### config.mk
export PLATFORM = sky130hd
export DESIGN_NAME = pitic_window
export DESIGN_NICKNAME = d
export VERILOG_FILES = /design/src/core/pitic_pkg.sv /design/src/core/pitic_window.sv
export SDC_FILE = /design/constraint.sdc
export NUM_CORES = 1
export LEC_CHECK = 0
export BUFFER_PORTS_ARGS = -buffer_cell sky130_fd_sc_hd__buf_4
export CAP_MARGIN = 5
export CORE_ASPECT_RATIO = 0.8
export CORE_MARGIN = 2
export CORE_UTILIZATION = 54
export CTS_CLUSTER_DIAMETER = 150
export DETAILED_ROUTE_END_ITERATION = 6
export GPL_TIMING_DRIVEN = 0
export PLACE_DENSITY_LB_ADDON = 0.08
export SETUP_SLACK_MARGIN = 0.5
export SKIP_CTS_REPAIR_TIMING = 1
export SLEW_MARGIN = 0
export SYNTH_ARGS = -nofsm -noshare
export SYNTH_HDL_FRONTEND = slang
export SYNTH_SLANG_ARGS = --single-unit
### constraint.sdc
create_clock -name clk -period 4.55 [get_ports clk]
set_input_delay 0.91 -clock clk [delete_from_list [all_inputs] [get_ports clk]]
set_output_delay 0.91 -clock clk [all_outputs]
set_load 0.005 [all_outputs]
### src/core/pitic_pkg.sv
// package: register map, field layout and reset values of the messaging
// window control; shared by the window core and its bench
package pitic_pkg;
	// register byte addresses on the control bus
	localparam logic [11:0] CTL_OFS      = 12'h500;
	localparam logic [11:0] TRANSLATION_BASE_OFS    = 12'h504;
	localparam logic [11:0] BASE_OFS     = 12'h510;
	// messaging_window_control field positions
	localparam int          WIN_EN_BIT   = 31;
	localparam int          TRANS_EN_BIT = 30;
	localparam int          BAR_EN_BIT   = 29;
	localparam int          SIZE_LSB     = 24;
	localparam int          RTYPE_LSB    = 16;
	localparam int          GBL_BIT      = 15;
	localparam int          CI_BIT       = 14;
	localparam int          WTYPE_LSB    = 8;
	localparam int          KEEP_BIT     = 7;
	localparam int          ORDER_LSB    = 5;
	localparam int          ALIAS_BIT    = 4;
	localparam int          PREF_LSB     = 0;
	// translation base and window base sit in the upper half word
	localparam int          UPPER_LSB    = 16;
	// reset values
	localparam logic [4:0]  RTYPE_RST    = 5'h0a;
	localparam logic [4:0]  WTYPE_RST    = 5'h02;
	localparam logic [1:0]  ORDER_RST    = 2'h2;
	localparam logic [3:0]  SIZE_RST     = 4'h0;
	localparam logic [2:0]  PREF_RST     = 3'h0;
	localparam logic [15:0] UPPER_RST    = 16'h0000;
	// shell region is the lowest 4 Kbytes of the window
	localparam int          SHELL_BITS   = 12;
	// fetch sizes
	localparam logic [7:0]  FETCH_MIN    = 8'h08;
	localparam logic [2:0]  PREF_MAX     = 3'h4;
	// byte-order modes
	typedef enum logic [1:0] {
		PITIC_ORD_LITTLE = 2'b00,
		PITIC_ORD_PLE    = 2'b01,
		PITIC_ORD_BIG    = 2'b10,
		PITIC_ORD_TRUE   = 2'b11
	} pitic_order_e;
endpackage : pitic_pkg

### src/core/pitic_window.sv
// window core: control registers on Avalon-MM, claim decode, address
// substitution, processor-bus attributes, byte order and read keep.
// assumes a PCI front end that presents one decoded request per pulse.
//
// Overview of operation
// - lowest 4 Kbytes form shell, frames above
// - every claimed access goes to processor bus unless served from kept data
// - shell ignores translation, read keep, byte order
// - shell reads always prefetch exactly 8 bytes
// - enable reset 0, set/cleared by base writes
// - translation enable substitutes upper address bits
// - base register hidden and read-only when disabled
// - size is 64K doubled per code step
// - reads drive programmed read type code
// - writes drive programmed write type code
// - global and inhibit select drive low-active attributes
// - read keep serves sequential reads, drops on mismatch
// - byte order resets big-endian, four modes
// - prefetch size code sets multiple-read fetch length
// - prefetch codes 8 to 128 bytes, rest reserved
// - translation base 16 bits, reset to zero
`timescale 1ns/100ps
module pitic_window (
	input  wire logic        clk,              // 10 MHz clock
	input  wire logic        resetn,           // primary reset, sync, low
	input  wire logic [11:0] avs_address,      // byte address
	input  wire logic        avs_read,         // read request
	input  wire logic        avs_write,        // write request
	input  wire logic [31:0] avs_writedata,    // write data
	input  wire logic [3:0]  avs_byteenable,   // byte lanes
	output logic      [31:0] avs_readdata,     // read data
	output logic             avs_waitrequest,  // stall
	input  wire logic        pci_valid,        // decoded request pulse
	input  wire logic [31:0] pci_addr,         // PCI address
	input  wire logic        pci_write,        // 1 write, 0 read
	input  wire logic        pci_multiple,     // read is Memory Read Multiple
	input  wire logic [31:0] pci_wdata,        // PCI write data
	output logic             pci_claim,        // window claims request
	output logic             pb_req,           // processor-bus cycle pulse
	output logic             pb_keep_hit,      // read served from kept data
	output logic [31:0]      pb_addr,          // processor-bus address
	output logic [4:0]       pbus_transfer_type, // transfer type lines
	output logic             pbus_global_n,    // global, low active
	output logic             pbus_inhibit_n,   // cache inhibit, low active
	output logic [7:0]       pb_fetch_bytes,   // read fetch length
	output logic [31:0]      pb_wdata          // converted write data
);
	logic        window_enable, next_window_enable;
	logic        translation_enable, next_translation_enable;
	logic        bar_enable, next_bar_enable;
	logic [3:0]  window_size_code, next_window_size_code;
	logic [4:0]  read_type_code, next_read_type_code;
	logic [4:0]  write_type_code, next_write_type_code;
	logic        global_attr_select, next_global_attr_select;
	logic        cache_inhibit_select, next_cache_inhibit_select;
	logic        read_keep_enable, next_read_keep_enable;
	logic [1:0]  byte_order, next_byte_order;
	logic        read_alias_enable, next_read_alias_enable;
	logic [2:0]  prefetch_size_code, next_prefetch_size_code;
	logic [15:0] translation_base, next_translation_base;
	logic [15:0] window_base, next_window_base;
	logic        ack, next_ack;
	logic [31:0] rdata, next_rdata;
	logic        keep_valid, next_keep_valid;
	logic [31:0] keep_addr, next_keep_addr;
	logic [7:0]  keep_left, next_keep_left;
	logic        next_pb_req, next_pb_keep_hit;
	logic [31:0] next_pb_addr, next_pb_wdata;
	logic [4:0]  next_pb_type;
	logic        next_pb_global_n, next_pb_inhibit_n;
	logic [7:0]  next_pb_fetch;
	logic        bus_req, wr_take;
	logic [15:0] size_mask;
	logic        in_shell, is_hit;
	logic [31:0] ctl_word;
	logic [7:0]  prog_fetch;

	assign bus_req         = avs_read | avs_write;
	assign avs_waitrequest = bus_req & ~ack;
	assign avs_readdata    = rdata;
	assign wr_take         = avs_write & ack;
	assign size_mask       = 16'hffff << window_size_code;
	assign pci_claim       = pci_valid & window_enable
		& (((pci_addr[31:16] ^ window_base) & size_mask) == 16'h0000);
	assign in_shell        = ((pci_addr[31:16] & ~size_mask) == 16'h0000)
		& (pci_addr[15:pitic_pkg::SHELL_BITS] == '0);
	assign prog_fetch      = (prefetch_size_code > pitic_pkg::PREF_MAX)
		? pitic_pkg::FETCH_MIN
		: pitic_pkg::FETCH_MIN << prefetch_size_code;
	assign is_hit          = ~pci_write & ~in_shell & read_keep_enable
		& keep_valid & (pci_addr == keep_addr);

	always_comb begin
		ctl_word = 32'h0000_0000;
		ctl_word[pitic_pkg::WIN_EN_BIT]   = window_enable;
		ctl_word[pitic_pkg::TRANS_EN_BIT] = translation_enable;
		ctl_word[pitic_pkg::BAR_EN_BIT]   = bar_enable;
		ctl_word[pitic_pkg::SIZE_LSB+:4]  = window_size_code;
		ctl_word[pitic_pkg::RTYPE_LSB+:5] = read_type_code;
		ctl_word[pitic_pkg::GBL_BIT]      = global_attr_select;
		ctl_word[pitic_pkg::CI_BIT]       = cache_inhibit_select;
		ctl_word[pitic_pkg::WTYPE_LSB+:5] = write_type_code;
		ctl_word[pitic_pkg::KEEP_BIT]     = read_keep_enable;
		ctl_word[pitic_pkg::ORDER_LSB+:2] = byte_order;
		ctl_word[pitic_pkg::ALIAS_BIT]    = read_alias_enable;
		ctl_word[pitic_pkg::PREF_LSB+:3]  = prefetch_size_code;
	end

	// register file: answer one cycle after the request appears
	always_comb begin
		next_ack                  = bus_req & ~ack;
		next_rdata                = rdata;
		next_window_enable        = window_enable;
		next_translation_enable   = translation_enable;
		next_bar_enable           = bar_enable;
		next_window_size_code     = window_size_code;
		next_read_type_code       = read_type_code;
		next_write_type_code      = write_type_code;
		next_global_attr_select   = global_attr_select;
		next_cache_inhibit_select = cache_inhibit_select;
		next_read_keep_enable     = read_keep_enable;
		next_byte_order           = byte_order;
		next_read_alias_enable    = read_alias_enable;
		next_prefetch_size_code   = prefetch_size_code;
		next_translation_base     = translation_base;
		next_window_base          = window_base;
		if (avs_read & ~ack) begin
			unique case (avs_address)
				pitic_pkg::CTL_OFS:   next_rdata = ctl_word;
				pitic_pkg::TRANSLATION_BASE_OFS: next_rdata = {translation_base, 16'h0000};
				pitic_pkg::BASE_OFS:  next_rdata = bar_enable
					? {window_base, 16'h0000} : 32'h0000_0000;
				default:              next_rdata = 32'h0000_0000;
			endcase
		end
		if (wr_take && avs_address == pitic_pkg::CTL_OFS) begin
			if (avs_byteenable[3]) begin
				next_window_enable      = avs_writedata[pitic_pkg::WIN_EN_BIT];
				next_translation_enable = avs_writedata[pitic_pkg::TRANS_EN_BIT];
				next_bar_enable         = avs_writedata[pitic_pkg::BAR_EN_BIT];
				next_window_size_code   = avs_writedata[pitic_pkg::SIZE_LSB+:4];
			end
			if (avs_byteenable[2])
				next_read_type_code = avs_writedata[pitic_pkg::RTYPE_LSB+:5];
			if (avs_byteenable[1]) begin
				next_global_attr_select   = avs_writedata[pitic_pkg::GBL_BIT];
				next_cache_inhibit_select = avs_writedata[pitic_pkg::CI_BIT];
				next_write_type_code      = avs_writedata[pitic_pkg::WTYPE_LSB+:5];
			end
			if (avs_byteenable[0]) begin
				next_read_keep_enable   = avs_writedata[pitic_pkg::KEEP_BIT];
				next_byte_order         = avs_writedata[pitic_pkg::ORDER_LSB+:2];
				next_read_alias_enable  = avs_writedata[pitic_pkg::ALIAS_BIT];
				next_prefetch_size_code = avs_writedata[pitic_pkg::PREF_LSB+:3];
			end
		end
		if (wr_take && avs_address == pitic_pkg::TRANSLATION_BASE_OFS) begin
			if (avs_byteenable[3])
				next_translation_base[15:8] = avs_writedata[31:24];
			if (avs_byteenable[2])
				next_translation_base[7:0] = avs_writedata[23:16];
		end
		if (wr_take && avs_address == pitic_pkg::BASE_OFS && bar_enable
			&& avs_byteenable[3:2] == 2'b11) begin
			next_window_base   = avs_writedata[31:16];
			next_window_enable = avs_writedata[31:16] != 16'h0000;
		end
	end

	// processor-bus side: one registered cycle per claimed request not served from kept data
	always_comb begin
		next_pb_req       = 1'b0;
		next_pb_keep_hit  = 1'b0;
		next_pb_addr      = pb_addr;
		next_pb_wdata     = pb_wdata;
		next_pb_type      = pbus_transfer_type;
		next_pb_global_n  = pbus_global_n;
		next_pb_inhibit_n = pbus_inhibit_n;
		next_pb_fetch     = pb_fetch_bytes;
		next_keep_valid   = keep_valid;
		next_keep_addr    = keep_addr;
		next_keep_left    = keep_left;
		if (pci_claim) begin
			next_pb_addr = pci_addr;
			if (translation_enable & ~in_shell)
				next_pb_addr[31:16] = (translation_base & size_mask)
					| (pci_addr[31:16] & ~size_mask);
			next_pb_wdata = pci_wdata;
			if (~in_shell) begin
				unique case (pitic_pkg::pitic_order_e'(byte_order))
					pitic_pkg::PITIC_ORD_BIG: next_pb_wdata = {pci_wdata[7:0],
						pci_wdata[15:8], pci_wdata[23:16], pci_wdata[31:24]};
					pitic_pkg::PITIC_ORD_PLE:
						next_pb_addr[2] = ~next_pb_addr[2];
					pitic_pkg::PITIC_ORD_LITTLE,
					pitic_pkg::PITIC_ORD_TRUE: next_pb_wdata = pci_wdata;
				endcase
			end
			next_pb_type = pci_write ? write_type_code
				: read_type_code;
			next_pb_global_n  = global_attr_select;
			next_pb_inhibit_n = cache_inhibit_select;
			if (in_shell | pci_write)
				next_pb_fetch = pitic_pkg::FETCH_MIN;
			else if (pci_multiple | read_alias_enable)
				next_pb_fetch = prog_fetch;
			else
				next_pb_fetch = pitic_pkg::FETCH_MIN;
			if (is_hit) begin
				next_pb_keep_hit = 1'b1;
				next_keep_addr   = pci_addr + 32'h0000_0004;
				next_keep_left   = keep_left - 8'h04;
			end else begin
				next_pb_req = 1'b1;
				if (~pci_write) begin
					next_keep_valid = read_keep_enable & ~in_shell;
					next_keep_addr  = pci_addr + 32'h0000_0004;
					next_keep_left  = next_pb_fetch - 8'h04;
				end
			end
			// kept data runs out once the last fetched word is served
			if (is_hit && keep_left == 8'h04)
				next_keep_valid = 1'b0;
		end
		if (~read_keep_enable)
			next_keep_valid = 1'b0;
	end

	always_ff @(posedge clk) begin
		if (!resetn) begin
			ack                  <= 1'b0;
			rdata                <= 32'h0000_0000;
			window_enable        <= 1'b0;
			translation_enable   <= 1'b0;
			bar_enable           <= 1'b0;
			window_size_code     <= pitic_pkg::SIZE_RST;
			read_type_code       <= pitic_pkg::RTYPE_RST;
			write_type_code      <= pitic_pkg::WTYPE_RST;
			global_attr_select   <= 1'b0;
			cache_inhibit_select <= 1'b0;
			read_keep_enable     <= 1'b0;
			byte_order           <= pitic_pkg::ORDER_RST;
			read_alias_enable    <= 1'b0;
			prefetch_size_code   <= pitic_pkg::PREF_RST;
			translation_base     <= pitic_pkg::UPPER_RST;
			window_base          <= pitic_pkg::UPPER_RST;
			keep_valid           <= 1'b0;
			keep_addr            <= 32'h0000_0000;
			keep_left            <= 8'h00;
			pb_req               <= 1'b0;
			pb_keep_hit          <= 1'b0;
			pb_addr              <= 32'h0000_0000;
			pb_wdata             <= 32'h0000_0000;
			pbus_transfer_type   <= pitic_pkg::RTYPE_RST;
			pbus_global_n        <= 1'b1;
			pbus_inhibit_n       <= 1'b1;
			pb_fetch_bytes       <= pitic_pkg::FETCH_MIN;
		end else begin
			ack                  <= next_ack;
			rdata                <= next_rdata;
			window_enable        <= next_window_enable;
			translation_enable   <= next_translation_enable;
			bar_enable           <= next_bar_enable;
			window_size_code     <= next_window_size_code;
			read_type_code       <= next_read_type_code;
			write_type_code      <= next_write_type_code;
			global_attr_select   <= next_global_attr_select;
			cache_inhibit_select <= next_cache_inhibit_select;
			read_keep_enable     <= next_read_keep_enable;
			byte_order           <= next_byte_order;
			read_alias_enable    <= next_read_alias_enable;
			prefetch_size_code   <= next_prefetch_size_code;
			translation_base     <= next_translation_base;
			window_base          <= next_window_base;
			keep_valid           <= next_keep_valid;
			keep_addr            <= next_keep_addr;
			keep_left            <= next_keep_left;
			pb_req               <= next_pb_req;
			pb_keep_hit          <= next_pb_keep_hit;
			pb_addr              <= next_pb_addr;
			pb_wdata             <= next_pb_wdata;
			pbus_transfer_type   <= next_pb_type;
			pbus_global_n        <= next_pb_global_n;
			pbus_inhibit_n       <= next_pb_inhibit_n;
			pb_fetch_bytes       <= next_pb_fetch;
		end
	end
endmodule : pitic_window
; ---- After elaboration in Yosys (flattened, before gate mapping)
; Cells that the tools add are included.
[classes]
n_addsub = 3
n_lt_le_gt_ge = 1
n_eq_ne = 11
shifts = 2
mux = 24
n_bitwise = 25
n_reduce_logical = 23
[op_table]
columns = op, count
row1 = $mux W32, 5
row2 = $pmux W32 S3, 1
row3 = $and A16 B16 Y16, 3
row4 = $mux W8, 6
row5 = $eq A12 B11 Y1 const B, 3
row6 = $add A32 B3 Y32 const B, 1
row7 = $eq A32 B32 Y1, 1
row8 = $logic_not A16 Y1, 2
row9 = $reduce_and A2 Y1, 10
row10 = $mux W16, 1
row11 = $not A16 Y16, 1
row12 = $or A16 B16 Y16, 1
row13 = $reduce_bool A16 Y1, 1
row14 = $shl A16 B4 Y16 const A, 1
row15 = $sub A8 B3 Y8 const B, 2
row16 = $xor A16 B16 Y16, 1
row17 = $and A1 B1 Y1, 12
row18 = $mux W1, 10
row19 = $eq A8 B3 Y1 const B, 1
row20 = $shl A4 B3 Y8 const A, 1
row21 = $logic_and A1 B1 Y1, 6
row22 = $ne A2 B1 Y1 const B, 3
row23 = $mux W5, 1
row24 = $eq A2 B2 Y1 const B, 2
row25 = other kinds (7), 13
[totals]
regBits = 213
word_cells = 117

; ---- Longest topological paths before layout
[depth]
ltp_word = 13
mapped_depth = 13

; ---- Worst setup path before layout
; Ideal clock, no wire load.
[synth_path]
path_kind = input to output
start = in pci_addr[26]
end = out pci_claim
arrival_ns = 2.815
t_required_ns = 3.640
slack_ns = 0.825
stages = 10
n_path_buf = 5
path_cell_list = buf_6 -> xor2_1 -> a211o_1 -> a221o_1 -> or4_1 -> buf_2 -> inv_2 -> buf_6 -> buf_4 -> buf_2
[synth_via]
elab_chain_len = 4
[synth_lines]
columns = item, line
row1 = start: declaration, pitic_window.sv:34  ; input wire logic [31:0] pci_addr,
row2 = $xor A16 B16 Y16, pitic_window.sv:84  ; & (((pci_addr[31:16] ^ window_base) & size_mask) == 16'h0000);
row3 = $and A16 B16 Y16, pitic_window.sv:84
row4 = $logic_not A16 Y1, pitic_window.sv:84
row5 = $and A1 B1 Y1, pitic_window.sv:84
row6 = end: declaration, pitic_window.sv:38  ; output logic pci_claim,
; No other way between the ends.

; ---- Final worst setup path
[layout_path]
start = in pci_addr[29]
end = out pci_claim
; The elaborated chain is that of the path after synthesis.

==> results.yml <==
flow_run:
  cap_viol_max_count: 0
synthesis:
  syn_inst: 1188
  synth_top_area_share: 0.417
  synth-edff-count: 0
  synthesis.area_sq_um: 9890
  synth.avg_cell_area_sq_um: 8.33
  yosysSeqAreaShare: 0.417
  synth_area_leader_cell: "dfxtp_1"
  yosysUniqueCellTypes: 64
  synth_area_leaders: "dfxtp_1 42%, mux2i_1 9.0%, a211oi_1 5.4%, nor2_1 5.3%, xor2_1 5.2%"
  synthTopCellsByCount: "206 x dfxtp_1, 141 x nor2_1, 128 x nand2_1, 89 x mux2i_1, 83 x a21oi_1"
  yosys_warnings: 0
  synth_top_flop_cell: "dfxtp_1"
  async_flop_share: 0
  synth_seq_cells: 206
  post-synth-top-count-cell: "dfxtp_1"
clocking:
  root_buffer: "clkbuf_16"
  cts_tree: "built"
  clk_path_buf_depth: 3
  cts.sinks: 206
  clk_latency_ns: 0.51
  path_clk_slew_ns: 0.06
  cts-htree-levels: 1
  cts_made_buffers: 21
cells_and_area:
  layout.nets: 1543
  n_fill_cell: 1521
  drive_gt1_frac: 0.199
  diodes: 0
  area_growth_pct: 26.0
  finalNonFillerCells: 1662
  utilization: 0.690
  fin_area_sq_um: 12500
sta:
  slew_headroom: 0.255
  min_period_ns: 3.98
  timing.final.crit_share: 0.875
  worst-slew-pin-transition_ns: 1.11
  slew_violations: 0
  whs_ns: 0.458
  final_hold_viol_count: 0
  rsz0062_at_grt: "false"
  finClkSkew_ns: 0.0170
  fin_ws_ns: 0.569
  finalSetupTns_ns: 0
  max_freq_mhz: 251
  setup_viol: 0
power_and_ir_drop:
  ir_drop_mv: 0.250
  finalPower_mw: 3.86
  power_density_nw_per_um2: 309
  leakage_nw: 5.08
status:
  status: "finished, final reports clean"
grt:
  first_global_vias: 9177
  grt_max_degree: 15
  antenna_found_initial: 0
  grt_use_total: 0.334
  grt-ovfl-total: 0
  grt_pass1_wl_um: 51700
critical_path:
  cp-end-kind: "output pin"
  cp.required_ns: 3.64
  ff2ff_path_depth: 12
  path_cells: "clkbuf_1 > xor2_1 > a211oi_1 > nand3_1 > or4_1 > buf_4 > inv_2 > buf_6 > buf_12 > buf_8 > buf_4"
  critPathMaxStageDelay_ns: 0.50
  arrival_ns: 3.07
  critPathLaunchType: "primary input"
  cp_max_fo: 10
  critPathKind: "primary input to output pin"
  crit_top_cell: "buf_4"
  worst_path_max_delay_cell: "or4_1"
placement:
  place_hpwl_um: 24700
  dp_cells: 1623
  post-place-ws_ns: 0.191
  dpl_cell_area_sq_um: 11700
  gp_congestion: 0.989
  placement.io_buffers: 201
worst_hold_path:
  min_path_cells: 2
  hold_class: "flip-flop to flip-flop"
routing:
  drt_pre_antenna_iters: 5
  drt_iter0_drc: 986
  num_vias: 9902
  drc: 0
  viasPerCell: 5.96
  drtAntennaViolNets: 0
  wl_um: 33000
  wl_per_cell_um: 19.8
floorplanning:
  coreArea_sq_um: 18100
  start_util: 0.548
  die_x_um: 155
  die_y_um: 125
  row_count: 44
  dieArea_sq_um: 19400
  io_pins: 234
-- worst paths after layout --
| kind | startpoint | endpoint | slack, ns |
|---|---|---|---|
| min | pb_fetch_bytes[4] | pb_fetch_bytes[4] | 0.46 |
| min reg2reg | pb_fetch_bytes[4] | pb_fetch_bytes[4] | 0.46 |
| max | pci_addr[29] | pci_claim | 0.57 |
| max reg2reg | window_size_code[0] | keep_left[7] | 1.03 |
-- final cells by class --
| cell class | count | area (sq um) | share of cell area |
|---|---|---|---|
| Timing Repair Buffer | 203 | 1520 | 0.122 |
| Sequential cell | 206 | 4120 | 0.331 |
| Inverter | 14 | 52.6 | 0.00421 |
| Clock inverter | 7 | 93.8 | 0.00753 |
| Clock buffer | 30 | 609 | 0.0489 |
| Tap cell | 230 | 288 | 0.0231 |
| Multi-Input combinational cell | 866 | 5280 | 0.423 |
| Buffer | 106 | 500 | 0.0401 |
-- where the power goes --
part / switching, mW / leakage [nW] / internal (mW)
registers: 0.000985 / 1.66 / 1.80
logic: 0.167 / 3.08 / 0.110
clock network: 0.730 / 0.340 / 1.05
-- state kept, by name, indices dropped and copies added (netlist names), 3 cells and up --
register            flops
write_type_code         5
prefetch_size_code      3
avs_readdata           30
read_type_code          5
pbus_transfer_type      5
pb_fetch_bytes          5
window_size_code        4
pb_wdata               32
pb_addr                32
window_base            16
keep_addr              32
translation_base       16
keep_left               6
-- metal layers --
metal / track usage / wire (um) / up-vias
met1: 0.496 / 14800 / 4658
met5: 0 / 0 / -
li1: - / - / 4636
met4: 0.0950 / 992 / 0
met3: 0.0887 / 3660 / 76
met2: 0.475 / 13600 / 532
-- logic make-up after synthesis --
| kind of cell | synth area share |
|---|---|
| AO/OA/AOI/OAI | 0.174 |
| flip-flops | 0.417 |
| XOR/XNOR | 0.0673 |
| adder cells (fa/ha/maj) | 0.00759 |
| other | 0.000379 |
| AND/OR/NAND/NOR | 0.191 |
| multiplexers | 0.0912 |
| buffers and inverters | 0.0522 |
-- layout by cell type, fill, tap and decap left out, drive strengths merged, types with 4 or more instances in the layout --
cell    netlist  layout
and3          5       5
inv          13      14
a21oi        83      83
o21ai        49      49
a22oi        33      33
nand2       128     128
buf          32     236
or3           6       6
xor2         59      59
nand4        20      20
a22o          4       4
nor2        142     142
nor3         18      18
dfxtp       206     206
conb          1       5
clkbuf       74     103
nand3        62      62
xnor2        17      17
mux2i        89      89
nor4         14      14
a311oi        4       4
and2          7       7
nand2b        4       4
a211oi       72      72
ha            6       6
-- critical path, delay by kind of cell --
family / cells / cell delay [ns]
AO/OA/AOI/OAI: 1 / 0.26
XOR/XNOR: 1 / 0.16
buffers and inverters: 7 / 1.13
AND/OR/NAND/NOR: 2 / 0.60
(Power assumes the default switching activity.)
